### src/design/modbus_slave_pkg.sv
// constants, register map and state types of the modbus status and exception slave
package modbus_slave_pkg;
    // function and exception codes
    localparam logic [7:0] FUNC_READ_WORDS = 8'h03;
    localparam logic [7:0] EXC_FLAG = 8'h80;
    localparam logic [7:0] EXC_NONE = 8'h00;
    localparam logic [7:0] EXC_ILLEGAL_FUNC = 8'h01;
    localparam logic [7:0] EXC_ILLEGAL_ADDR = 8'h02;
    localparam logic [7:0] EXC_ILLEGAL_VALUE = 8'h03;
    localparam logic [7:0] EXC_DEVICE_FAIL = 8'h04;
    localparam logic [7:0] DISPLAY_TIMEOUT_CODE = 8'h10;
    localparam logic [15:0] MAX_READ_WORDS = 16'h0010;
    localparam logic [2:0] PROTOCOL_MAX = 3'h2;
    // register word addresses
    localparam logic [15:0] ADDR_DRIVE_STATUS = 16'h2101;
    localparam logic [15:0] ADDR_FREQ_COMMAND = 16'h2102;
    localparam logic [15:0] ADDR_OUTPUT_FREQ = 16'h2103;
    localparam logic [15:0] ADDR_OUTPUT_CURRENT = 16'h2104;
    localparam logic [15:0] ADDR_PID_FEEDBACK = 16'h2106;
    localparam logic [15:0] ADDR_DC_BUS_VOLTAGE = 16'h2108;
    localparam logic [15:0] ADDR_OUTPUT_VOLTAGE = 16'h2109;
    localparam logic [15:0] ADDR_STAGE_TEMP = 16'h210A;
    localparam logic [15:0] ADDR_USER_VALUE = 16'h2116;
    localparam logic [15:0] ADDR_USER_FORMAT = 16'h2117;
    // status word field positions
    localparam int STAT_DIR_LSB = 3;
    localparam int STAT_FREQ_COMM_BIT = 8;
    localparam int STAT_FREQ_ANALOG_BIT = 9;
    localparam int STAT_RUN_COMM_BIT = 10;
    // framing characters and check seeds
    localparam logic [7:0] ASCII_COLON = 8'h3A;
    localparam logic [7:0] ASCII_CR = 8'h0D;
    localparam logic [7:0] ASCII_LF = 8'h0A;
    localparam logic [7:0] ASCII_ZERO = 8'h30;
    localparam logic [7:0] ASCII_LETTER_BASE = 8'h37;
    localparam logic [15:0] CRC_INIT = 16'hFFFF;
    localparam logic [15:0] CRC_POLY = 16'hA001;
    // bus idle timeout unit
    localparam int CLK_PERIOD_NS = 5;
    localparam int TIMEOUT_UNIT_NS = 100000000;
    localparam int TIMEOUT_UNIT_CYCLES = TIMEOUT_UNIT_NS / CLK_PERIOD_NS;
    // state machines
    typedef enum logic [2:0] {
        ST_IDLE = 3'b001,
        ST_SCAN = 3'b010,
        ST_SEND = 3'b100
    } req_state_t;
    typedef enum logic [6:0] {
        FB_WAIT = 7'b0000001,
        FB_HI = 7'b0000010,
        FB_LO = 7'b0000100,
        FB_CHKLO = 7'b0001000,
        FB_CHKHI = 7'b0010000,
        FB_CR = 7'b0100000,
        FB_LF = 7'b1000000
    } frame_state_t;
endpackage

### src/design/frame_builder.sv
// frame builder: wraps reply bytes in ascii or rtu framing with lrc or crc
`timescale 1ns/1ps
module frame_builder
    import modbus_slave_pkg::*;
(
    // clock, reset, enable and mode select
    input wire logic sysClk,
    input wire logic rst,
    input wire logic ce,
    input wire logic asciiMode,
    // reply bytes in
    input wire logic inValid,
    input wire logic [7:0] inData,
    input wire logic inLast,
    output logic inReady,
    // serial characters out
    output logic txValid_ff,
    output logic [7:0] txData_ff,
    input wire logic txReady
);
    frame_state_t state_ff;
    logic [7:0] curByte_ff;
    logic [15:0] crc_ff;
    logic [7:0] lrc_ff;
    logic last_ff;
    logic inChk_ff;
    logic sof_ff;
    logic [15:0] crcNew;
    logic [7:0] lrcNeg;
    logic txFree;
    logic take;

    // reflected crc update over one byte
    function automatic logic [15:0] crcStep(input logic [15:0] c, input logic [7:0] b);
        logic [15:0] r;
        r = c ^ {8'h00, b};
        for (int i = 0; i < 8; i++) begin
            r = r[0] ? ((r >> 1) ^ CRC_POLY) : (r >> 1);
        end
        return r;
    endfunction

    // nibble to upper-case hex character
    function automatic logic [7:0] hexChar(input logic [3:0] n);
        return (n < 4'hA) ? (ASCII_ZERO + {4'h0, n}) : (ASCII_LETTER_BASE + {4'h0, n});
    endfunction

    // handshake terms
    assign txFree = !txValid_ff || txReady;
    assign inReady = (state_ff == FB_WAIT) && txFree;
    assign take = inReady && inValid;
    assign crcNew = crcStep(crc_ff, inData);
    assign lrcNeg = 8'h00 - lrc_ff;

    // character sequencer
    always_ff @(posedge sysClk) begin
        if (rst) begin
            state_ff <= FB_WAIT;
            curByte_ff <= 8'h00;
            crc_ff <= CRC_INIT;
            lrc_ff <= 8'h00;
            last_ff <= 1'b0;
            inChk_ff <= 1'b0;
            sof_ff <= 1'b1;
            txValid_ff <= 1'b0;
            txData_ff <= 8'h00;
        end else if (ce && txFree) begin
            txValid_ff <= 1'b1;
            case (state_ff)
                FB_WAIT: begin
                    txValid_ff <= take;
                    if (take) begin
                        curByte_ff <= inData;
                        last_ff <= inLast;
                        crc_ff <= crcNew;
                        lrc_ff <= lrc_ff + inData;
                        sof_ff <= 1'b0;
                        if (asciiMode && sof_ff) begin
                            txData_ff <= ASCII_COLON;
                            state_ff <= FB_HI;
                        end else if (asciiMode) begin
                            txData_ff <= hexChar(inData[7:4]);
                            state_ff <= FB_LO;
                        end else begin
                            txData_ff <= inData;
                            state_ff <= inLast ? FB_CHKLO : FB_WAIT;
                        end
                    end
                end
                FB_HI: begin
                    txData_ff <= hexChar(curByte_ff[7:4]);
                    state_ff <= FB_LO;
                end
                FB_LO: begin
                    txData_ff <= hexChar(curByte_ff[3:0]);
                    if (inChk_ff) begin
                        state_ff <= FB_CR;
                    end else if (last_ff) begin
                        curByte_ff <= lrcNeg;
                        inChk_ff <= 1'b1;
                        state_ff <= FB_HI;
                    end else begin
                        state_ff <= FB_WAIT;
                    end
                end
                FB_CHKLO: begin
                    txData_ff <= crc_ff[7:0];
                    state_ff <= FB_CHKHI;
                end
                FB_CHKHI: begin
                    txData_ff <= crc_ff[15:8];
                    crc_ff <= CRC_INIT;
                    lrc_ff <= 8'h00;
                    sof_ff <= 1'b1;
                    state_ff <= FB_WAIT;
                end
                FB_CR: begin
                    txData_ff <= ASCII_CR;
                    state_ff <= FB_LF;
                end
                default: begin
                    txData_ff <= ASCII_LF;
                    crc_ff <= CRC_INIT;
                    lrc_ff <= 8'h00;
                    inChk_ff <= 1'b0;
                    sof_ff <= 1'b1;
                    state_ff <= FB_WAIT;
                end
            endcase
        end
    end

    // ascii frame closes with cr then lf
    cr_then_lf_a: assert property (@(posedge sysClk) disable iff (rst)
        (ce && txFree && state_ff == FB_CR) |=> (txData_ff == ASCII_CR) && (state_ff == FB_LF))
        else $error("cr not followed by lf state");
endmodule // frame_builder

### src/design/modbus_status_and_exception_slave.sv
// modbus slave: read-only monitor map, exception replies and bus idle timeout
`timescale 1ns/1ps
// Function
// - direction field in status bits 3-4
// - bit 8: frequency set by serial link
// - bit 9: frequency set by analog input
// - bit 10: run commands from serial link
// - read-only monitor words at fixed addresses
// - user value word plus format word
// - corrupted message gets no reply at all
// - exception reply and decimal code on display
// - exception echoes function with top bit set
// - address, function, code, then lrc/crc
// - code 01 for unsupported function
// - code 02 for unmapped address
// - code 03 for unacceptable data value
// - code 04 when device cannot execute
module modbus_status_and_exception_slave
    import modbus_slave_pkg::*;
#(
    parameter int unsigned UNIT_CYCLES = TIMEOUT_UNIT_CYCLES
) (
    // clock, reset, enable
    input wire logic sysClk,
    input wire logic rst,
    input wire logic ce,
    // decoded request from receiver
    input wire logic reqValid,
    input wire logic reqError,
    input wire logic [7:0] reqSlaveAddr,
    input wire logic [7:0] reqFunc,
    input wire logic [15:0] reqAddr,
    input wire logic [15:0] reqCount,
    output logic reqReady_ff,
    // drive settings and state
    input wire logic asciiMode,
    input wire logic driveBusy,
    input wire logic busActivity,
    input wire logic [7:0] timeoutPeriodSetting,
    input wire logic [2:0] commFaultActionSetting,
    input wire logic [1:0] direction,
    input wire logic freqFromComm,
    input wire logic freqFromAnalog,
    input wire logic runFromComm,
    // monitor values
    input wire logic [15:0] frequencyCommand,
    input wire logic [15:0] outputFrequency,
    input wire logic [15:0] outputCurrent,
    input wire logic [15:0] pidFeedback,
    input wire logic [15:0] dcBusVoltage,
    input wire logic [15:0] outputVoltage,
    input wire logic [15:0] stageTemperature,
    input wire logic [15:0] userDisplayValue,
    input wire logic [7:0] userDecimalPlaces,
    input wire logic [7:0] userUnitLetter,
    // serial characters out
    output logic txValid_ff,
    output logic [7:0] txData_ff,
    input wire logic txReady,
    // front display
    output logic [7:0] exceptionDisplayCode_ff,
    output logic exceptionShow_ff,
    output logic busIdleTimeoutDisplay_ff
);
    req_state_t state_ff;
    req_state_t nxtState;
    logic [7:0] func_ff;
    logic [7:0] slave_ff;
    logic [15:0] addr_ff;
    logic [15:0] count_ff;
    logic [7:0] excCode_ff;
    logic [15:0] scanIdx_ff;
    logic [7:0] sendIdx_ff;
    logic [31:0] unitCnt_ff;
    logic [7:0] idleUnits_ff;
    logic [15:0] statusWord;
    logic [16:0] scanHit;
    logic [16:0] sendHit;
    logic [15:0] scanAddr;
    logic [15:0] sendAddr;
    logic [7:0] dataOff;
    logic [7:0] lastIdx;
    logic [7:0] sendByte;
    logic sendLast;
    logic sendValid;
    logic sendReady;
    logic accept;
    logic scanEnd;
    logic isExc;
    logic armed;
    logic unitTick;
    logic timeoutHit;

    // status word: reserved bits zero
    assign statusWord = {5'h00, runFromComm, freqFromAnalog, freqFromComm, 3'h0, direction, 3'h0};

    // map lookup: {valid, data}
    function automatic logic [16:0] mapRead(input logic [15:0] a);
        logic [16:0] r;
        r = 17'h00000;
        if (a == ADDR_DRIVE_STATUS) begin
            r = {1'b1, statusWord};
        end else if (a == ADDR_FREQ_COMMAND) begin
            r = {1'b1, frequencyCommand};
        end else if (a == ADDR_OUTPUT_FREQ) begin
            r = {1'b1, outputFrequency};
        end else if (a == ADDR_OUTPUT_CURRENT) begin
            r = {1'b1, outputCurrent};
        end else if (a == ADDR_PID_FEEDBACK) begin
            r = {1'b1, pidFeedback};
        end else if (a == ADDR_DC_BUS_VOLTAGE) begin
            r = {1'b1, dcBusVoltage};
        end else if (a == ADDR_OUTPUT_VOLTAGE) begin
            r = {1'b1, outputVoltage};
        end else if (a == ADDR_STAGE_TEMP) begin
            r = {1'b1, stageTemperature};
        end else if (a == ADDR_USER_VALUE) begin
            r = {1'b1, userDisplayValue};
        end else if (a == ADDR_USER_FORMAT) begin
            r = {1'b1, userDecimalPlaces, userUnitLetter};
        end
        return r;
    endfunction

    // address scan and reply byte selection
    assign scanAddr = addr_ff + scanIdx_ff;
    always_comb scanHit = mapRead(scanAddr);
    assign scanEnd = (scanIdx_ff == count_ff - 16'h0001);
    assign dataOff = sendIdx_ff - 8'h03;
    assign sendAddr = addr_ff + {9'h000, dataOff[7:1]};
    always_comb sendHit = mapRead(sendAddr);
    assign isExc = (excCode_ff != EXC_NONE);
    assign lastIdx = 8'h02 + {count_ff[6:0], 1'b0};
    assign sendLast = isExc ? (sendIdx_ff == 8'h02) : (sendIdx_ff == lastIdx);
    assign sendValid = (state_ff == ST_SEND);
    assign accept = reqValid && reqReady_ff && (state_ff == ST_IDLE);

    // reply byte: address, function, code or count, data words high first
    always_comb begin
        if (sendIdx_ff == 8'h00) begin
            sendByte = slave_ff;
        end else if (sendIdx_ff == 8'h01) begin
            sendByte = isExc ? (func_ff | EXC_FLAG) : func_ff;
        end else if (sendIdx_ff == 8'h02) begin
            sendByte = isExc ? excCode_ff : {count_ff[6:0], 1'b0};
        end else begin
            sendByte = dataOff[0] ? sendHit[7:0] : sendHit[15:8];
        end
    end

    // request state sequencing
    always_comb begin
        nxtState = state_ff;
        case (state_ff)
            ST_IDLE: begin
                if (accept && !reqError) begin
                    nxtState = (reqFunc == FUNC_READ_WORDS && reqCount != 16'h0000 && reqCount <= MAX_READ_WORDS)
                        ? ST_SCAN : ST_SEND;
                end
            end
            ST_SCAN: begin
                if (!scanHit[16] || scanEnd) begin
                    nxtState = ST_SEND;
                end
            end
            default: begin
                if (sendReady && sendLast) begin
                    nxtState = ST_IDLE;
                end
            end
        endcase
    end

    // state, request latch and exception choice
    always_ff @(posedge sysClk) begin
        if (rst) begin
            state_ff <= ST_IDLE;
            reqReady_ff <= 1'b0;
            func_ff <= 8'h00;
            slave_ff <= 8'h00;
            addr_ff <= 16'h0000;
            count_ff <= 16'h0000;
            excCode_ff <= EXC_NONE;
            scanIdx_ff <= 16'h0000;
            sendIdx_ff <= 8'h00;
        end else if (ce) begin
            state_ff <= nxtState;
            reqReady_ff <= (nxtState == ST_IDLE);
            if (accept) begin
                func_ff <= reqFunc;
                slave_ff <= reqSlaveAddr;
                addr_ff <= reqAddr;
                count_ff <= reqCount;
                scanIdx_ff <= 16'h0000;
                sendIdx_ff <= 8'h00;
                if (reqFunc != FUNC_READ_WORDS) begin
                    excCode_ff <= EXC_ILLEGAL_FUNC;
                end else if (reqCount == 16'h0000 || reqCount > MAX_READ_WORDS) begin
                    excCode_ff <= EXC_ILLEGAL_VALUE;
                end else begin
                    excCode_ff <= EXC_NONE;
                end
            end
            if (state_ff == ST_SCAN) begin
                scanIdx_ff <= scanIdx_ff + 16'h0001;
                if (!scanHit[16]) begin
                    excCode_ff <= EXC_ILLEGAL_ADDR;
                end else if (scanEnd && driveBusy) begin
                    excCode_ff <= EXC_DEVICE_FAIL;
                end
            end
            if (sendValid && sendReady) begin
                sendIdx_ff <= sendIdx_ff + 8'h01;
            end
        end
    end

    // exception code shown in decimal on the display
    always_ff @(posedge sysClk) begin
        if (rst) begin
            exceptionDisplayCode_ff <= 8'h00;
            exceptionShow_ff <= 1'b0;
        end else if (ce && sendValid && sendIdx_ff == 8'h00) begin
            exceptionDisplayCode_ff <= excCode_ff;
            exceptionShow_ff <= isExc;
        end
    end

    // idle timeout, armed by nonzero period and protocol 0..2
    assign armed = (timeoutPeriodSetting != 8'h00) && (commFaultActionSetting <= PROTOCOL_MAX);
    assign unitTick = (unitCnt_ff == UNIT_CYCLES - 1);
    assign timeoutHit = armed && (idleUnits_ff == timeoutPeriodSetting);

    // count idle units; traffic restarts the count
    always_ff @(posedge sysClk) begin
        if (rst) begin
            unitCnt_ff <= 32'h00000000;
            idleUnits_ff <= 8'h00;
            busIdleTimeoutDisplay_ff <= 1'b0;
        end else if (ce) begin
            unitCnt_ff <= (busActivity || unitTick) ? 32'h00000000 : unitCnt_ff + 32'h00000001;
            if (busActivity || !armed) begin
                idleUnits_ff <= 8'h00;
            end else if (unitTick && !timeoutHit) begin
                idleUnits_ff <= idleUnits_ff + 8'h01;
            end
            if (timeoutHit) begin
                busIdleTimeoutDisplay_ff <= 1'b1;
            end else if (busActivity) begin
                busIdleTimeoutDisplay_ff <= 1'b0;
            end
        end
    end

    // framing and check field generation
    frame_builder u_frame (
        .sysClk(sysClk),
        .rst(rst),
        .ce(ce),
        .asciiMode(asciiMode),
        .inValid(sendValid),
        .inData(sendByte),
        .inLast(sendLast),
        .inReady(sendReady),
        .txValid_ff(txValid_ff),
        .txData_ff(txData_ff),
        .txReady(txReady)
    );

    // checks on map, exceptions and timeout
    reserved_zero_a: assert property (@(posedge sysClk) disable iff (rst)
        (statusWord[7:5] == 3'h0) && (statusWord[15:11] == 5'h00)) else $error("reserved status bits set");
    direction_field_a: assert property (@(posedge sysClk) disable iff (rst)
        statusWord[STAT_DIR_LSB +: 2] == direction && mapRead(ADDR_DRIVE_STATUS) == {1'b1, statusWord})
        else $error("direction field mismatch");
    freq_comm_a: assert property (@(posedge sysClk) disable iff (rst)
        statusWord[STAT_FREQ_COMM_BIT] == freqFromComm) else $error("bit 8 wrong");
    freq_analog_a: assert property (@(posedge sysClk) disable iff (rst)
        statusWord[STAT_FREQ_ANALOG_BIT] == freqFromAnalog) else $error("bit 9 wrong");
    run_comm_a: assert property (@(posedge sysClk) disable iff (rst)
        statusWord[STAT_RUN_COMM_BIT] == runFromComm) else $error("bit 10 wrong");
    monitor_map_a: assert property (@(posedge sysClk) disable iff (rst)
        mapRead(ADDR_STAGE_TEMP) == {1'b1, stageTemperature} && mapRead(16'h2105) == 17'h00000)
        else $error("monitor map wrong");
    user_format_a: assert property (@(posedge sysClk) disable iff (rst)
        mapRead(ADDR_USER_FORMAT) == {1'b1, userDecimalPlaces, userUnitLetter}) else $error("user format wrong");
    error_silent_a: assert property (@(posedge sysClk) disable iff (rst)
        (ce && accept && reqError) |=> (state_ff == ST_IDLE) [*2]) else $error("corrupt request answered");
    bad_func_a: assert property (@(posedge sysClk) disable iff (rst)
        (ce && accept && !reqError && reqFunc != FUNC_READ_WORDS) |=> (excCode_ff == EXC_ILLEGAL_FUNC) && sendValid)
        else $error("code 01 not chosen");
    bad_count_a: assert property (@(posedge sysClk) disable iff (rst)
        (ce && accept && reqFunc == FUNC_READ_WORDS && reqCount == 16'h0000) |=> excCode_ff == EXC_ILLEGAL_VALUE)
        else $error("code 03 not chosen");
    bad_addr_a: assert property (@(posedge sysClk) disable iff (rst)
        (ce && state_ff == ST_SCAN && !scanHit[16]) |=> (excCode_ff == EXC_ILLEGAL_ADDR) && sendValid)
        else $error("code 02 not chosen");
    dev_fail_a: assert property (@(posedge sysClk) disable iff (rst)
        (ce && state_ff == ST_SCAN && scanHit[16] && scanEnd && driveBusy) |=> excCode_ff == EXC_DEVICE_FAIL)
        else $error("code 04 not chosen");
    exc_func_a: assert property (@(posedge sysClk) disable iff (rst)
        (sendValid && isExc && sendIdx_ff == 8'h01) |-> sendByte == (func_ff | EXC_FLAG)) else $error("flag missing");
    exc_display_a: assert property (@(posedge sysClk) disable iff (rst)
        (ce && sendValid && sendIdx_ff == 8'h00 && isExc) |=> exceptionShow_ff && exceptionDisplayCode_ff == excCode_ff)
        else $error("display code wrong");
    exc_length_a: assert property (@(posedge sysClk) disable iff (rst)
        (sendValid && isExc) |-> (sendLast == (sendIdx_ff == 8'h02))) else $error("exception frame length wrong");
    idle_fault_a: assert property (@(posedge sysClk) disable iff (rst)
        (ce && timeoutHit) |=> busIdleTimeoutDisplay_ff) else $error("timeout fault missed");
    cover_normal_c: cover property (@(posedge sysClk) sendValid && sendReady && sendLast && !isExc);
    cover_exception_c: cover property (@(posedge sysClk) sendValid && sendReady && sendLast && isExc);
    cover_timeout_c: cover property (@(posedge sysClk) $rose(busIdleTimeoutDisplay_ff));
endmodule // modbus_status_and_exception_slave

### config.mk
export PLATFORM = sky130hd
export DESIGN_NAME = modbus_status_and_exception_slave
export DESIGN_NICKNAME = d
export VERILOG_FILES = /design/src/design/modbus_slave_pkg.sv /design/src/design/frame_builder.sv /design/src/design/modbus_status_and_exception_slave.sv
export SDC_FILE = /design/constraint.sdc
export NUM_CORES = 1
export LEC_CHECK = 0
export ABC_AREA = 1
export BUFFER_PORTS_ARGS = -buffer_cell sky130_fd_sc_hd__buf_4
export CORE_ASPECT_RATIO = 0.8
export CORE_UTILIZATION = 63
export CTS_BUF_LIST = sky130_fd_sc_hd__clkbuf_8
export DETAILED_ROUTE_END_ITERATION = 6
export GPL_TIMING_DRIVEN = 1
export PLACE_DENSITY = 0.89
export SETUP_SLACK_MARGIN = 0.1
export SLEW_MARGIN = 10
export SYNTH_ARGS = -nofsm -noshare
export SYNTH_HDL_FRONTEND = slang
export SYNTH_SLANG_ARGS = --single-unit
### constraint.sdc
create_clock -name sysClk -period 9.7 [get_ports sysClk]
set_input_delay 1.94 -clock sysClk [delete_from_list [all_inputs] [get_ports sysClk]]
set_output_delay 1.94 -clock sysClk [all_outputs]
set_load 0.02 [all_outputs]
==> impl_metrics.toml <==
[timing]
maxSlewViolCount = 0
fin_tns_setup_ps = 0
final_hold_viol_count = 0
fmax_ghz = 0.151
timing.final.crit_share_pct = 68.1
worst_pin_slew_ps = 1190
slew_headroom_pct = 19.8
hold_ws_ps = 467
fin_crit_ps = 6610
rsz0062_at_grt = "no"
final.setup.worst_slack_ps = 3090
fin_skew_ps = 36.2
setup_violations = 0

[route]
first_pass_iters = 7
drcViolationCount = 0
via_per_inst = 5.92
routed_wl_um = 43800
first_iter_violations = 1659
vias = 15200
detail_route.wl_per_cell_um = 17.1
postRouteAntennaNets = 0

[synth]
synth_ff_type = "dfxtp_1"
synth_compound_area_share_pct = 17.5
avgSynthCellArea_um2 = 6.41
synth_cell_types = 61
synth-edff-count = 0
synth_cells = 2080
synth-simple-area-share_pct = 34.7
synth-async-reset-ratio_pct = 0
ys_warn_count = 0
synth_fa_ha_area_share_pct = 4.39
ys_ff_latch = 185
synth_nets = 2342
synth-xor-area-share_pct = 5.32
syn_area_um2 = 13300
synth_top_family_by_area = "simple AND/OR/NAND/NOR gates"
synthMuxAreaShare_pct = 0
yosysSeqAreaShare_pct = 27.8

[placement]
dpl.cell_count = 2533
hpwl_um = 34200
dpl_cell_area_um2 = 15200
port_buffers = 236
dp_slack_ps = 3210
gp_congestion = 1.02

[critical_path]
slowest_delay_ps = 630
worst_path_max_delay_cell = "dfxtp_1"
crit_top_cell = "nand2_1"
cp-end-kind = "flop"
reg2reg_to = "u_frame.lrc_ff[7]"
r2r-start = "sendIdx_ff[0]"
reg2reg_setup_slack_ps = 3090
r2r_cells = 36
crit_fanout = 37
arrival_ps = 7040
start_kind = "flop"
required_ps = 10130
path_class = "flop to flop"

[pwr]
cellLeakagePower_nw = 7.18
ir_drop_mv = 0.152
seqPwrFrac_pct = 40.3
clkPwrFrac_pct = 27.0
switching_share_pct = 40.8
powerDensity_nw_per_um2 = 136
p_int_mw = 1.26
p_switching_mw = 0.869
p_total_mw = 2.13
combinationalPowerShare_pct = 32.7

[final_layout]
layout.nets = 2545
final_common_cell = "nand2_1"
area_growth_pct = 17.7
drive_gt1_share_pct = 15.9
fin_area_um2 = 15700
finalNonFillerCells = 2565
antennaDiodeCount = 0
final_cell_mix = "431 x nand2_1, 274 x inv_1, 243 x buf_4, 200 x nor2_1, 185 x dfxtp_1"
final_util_pct = 75.7

[clock_tree]
clkSinkCount = 185
cts_resized = 0
cts_tree = "yes"
post-cts-setup-buffers = 0
cts_hold_buffers = 0
cts_root_buf = "clkbuf_8"
cts_made_buffers = 17
htreeDepth = 4
clockBufferDepth = 2
clock_latency_ps = 510
cts.clk_slew.worst_paths_ps = 120

[global_routing]
grt_pass1_wl_um = 68100
busiest_layer = "met2"
gr-usage-all-layers_pct = 39.3
use_met1_pct = 53.4
grt_antenna_before_repair = 0
grt.overflow.total = 0
met2_usage_pct = 62.2
grt_pass1_vias = 13800
grt_start_max_net_pins = 56
use_met3_pct = 7.08

[min_path]
holdPathStages = 2
min_from = "func_ff[5]"
hold_path_end = "func_ff[5]"
worstHoldPathType = "flop to flop"

[die]
coreArea_um2 = 20700
rows = 47
start_util_pct = 64.4
die_h_um = 132
chipWidth_um = 165
pin_count = 237
dieArea_um2 = 21700

[status]
run_status = "finished, final reports clean"

[run]
max_cap_viol_count = 0
## power groups by stage
| stage | Combinational (mW) | Clock, mW | Sequential, mW |
|---|---|---|---|
| 2_1_floorplan | 0.431 | 0 | 0.868 |
| 3_3_place_gp | 0.658 | 0 | 0.869 |
| 3_5_place_dp | 0.673 | 0 | 0.870 |
| 4_1_cts | 0.676 | 0.574 | 0.854 |
| 5_1_grt | 0.756 | 0.603 | 0.862 |
| 6_report | 0.697 | 0.575 | 0.857 |
## sequential cells by signal (all words and copies together), names as in the netlist, 16 cells and up
register / count
addr_ff: 16
scanIdx_ff: 16
unitCnt_ff: 32
count_ff: 16
u_frame.crc_ff: 16
## layout make-up
cell class / count / area, µm²
clock buffers: 17 / 234
clock inverters: 15 / 218
fillers: 1660 / 5020
inverters: 296 / 1110
multi-input cells: 1540 / 8250
flip-flops and latches: 185 / 3700
well taps: 269 / 337
repair buffers: 243 / 1820
## synthesized netlist by cell type, types with 4 or more instances
| master | n | area share (%) |
|---|---|---|
| buf_2 | 4 | 0.15 |
| nand3b_1 | 8 | 0.45 |
| o22ai_1 | 5 | 0.23 |
| nand3_2 | 5 | 0.38 |
| o221ai_1 | 5 | 0.33 |
| nand2_1 | 431 | 12 |
| or2_2 | 9 | 0.42 |
| xnor2_1 | 26 | 1.7 |
| nor3b_1 | 14 | 0.79 |
| inv_1 | 275 | 7.7 |
| clkbuf_1 | 48 | 1.4 |
| a221oi_1 | 5 | 0.33 |
| buf_6 | 5 | 0.42 |
| o21ai_1 | 10 | 0.38 |
| o21bai_1 | 8 | 0.45 |
| clkinv_1 | 6 | 0.17 |
| nand3_1 | 136 | 5.1 |
| a31oi_1 | 14 | 0.66 |
| nor2_1 | 201 | 5.7 |
| nand2_2 | 27 | 1.3 |
| nor4_1 | 26 | 1.2 |
| ha_1 | 42 | 3.9 |
| dfxtp_1 | 185 | 28 |
| nor3_1 | 53 | 2.0 |
| nand4_1 | 47 | 2.2 |
| o211ai_1 | 22 | 1.2 |
| o2111ai_1 | 5 | 0.33 |
| and3_1 | 4 | 0.19 |
| xor2_1 | 55 | 3.6 |
| a21oi_1 | 179 | 6.7 |
| a211oi_1 | 12 | 0.68 |
| nand2_4 | 5 | 0.42 |
| nor2_2 | 7 | 0.33 |
| inv_2 | 15 | 0.42 |
| o21ai_0 | 138 | 5.2 |
## cells by family (layout without fill, tap and decap cells)
family | after synthesis | in the layout
fa+ha+maj | 45 | 45
xor+xnor | 81 | 81
flops | 185 | 185
compound gates | 418 | 418
simple gates | 996 | 996
buf+inv | 355 | 571
## worst max-delay path: cells and delay by family, from the launching register on
| family | cells | cell delay (ps) |
|---|---|---|
| flops | 1 | 630 |
| fa+ha+maj | 4 | 1370 |
| buf+inv | 2 | 440 |
| simple gates | 22 | 2810 |
| compound gates | 6 | 960 |
| xor+xnor | 2 | 330 |
## routing by layer
metal	wire, µm	vias to the layer above
li1	-	7300
met1	18300	6889
met2	19100	872
met3	4900	127
met4	1530	0
met5	0	-
## worst max path at each step
stage / endpoint / slack (ps) / depth (start not counted) / startpoint
5_1_grt: u_frame.lrc_ff[7] / 2420 / 40 / sendIdx_ff[0]
6_report: u_frame.lrc_ff[7] / 3090 / 36 / sendIdx_ff[0]
4_1_cts: u_frame.lrc_ff[7] / 3210 / 36 / sendIdx_ff[0]
3_5_place_dp: u_frame.lrc_ff[7] / 3210 / 36 / sendIdx_ff[0]
2_1_floorplan: u_frame.lrc_ff[7] / 4550 / 41 / sendIdx_ff[0]
3_3_place_gp: u_frame.lrc_ff[7] / 3480 / 38 / sendIdx_ff[0]
Note: power is estimated with default switching activity, not from simulation.
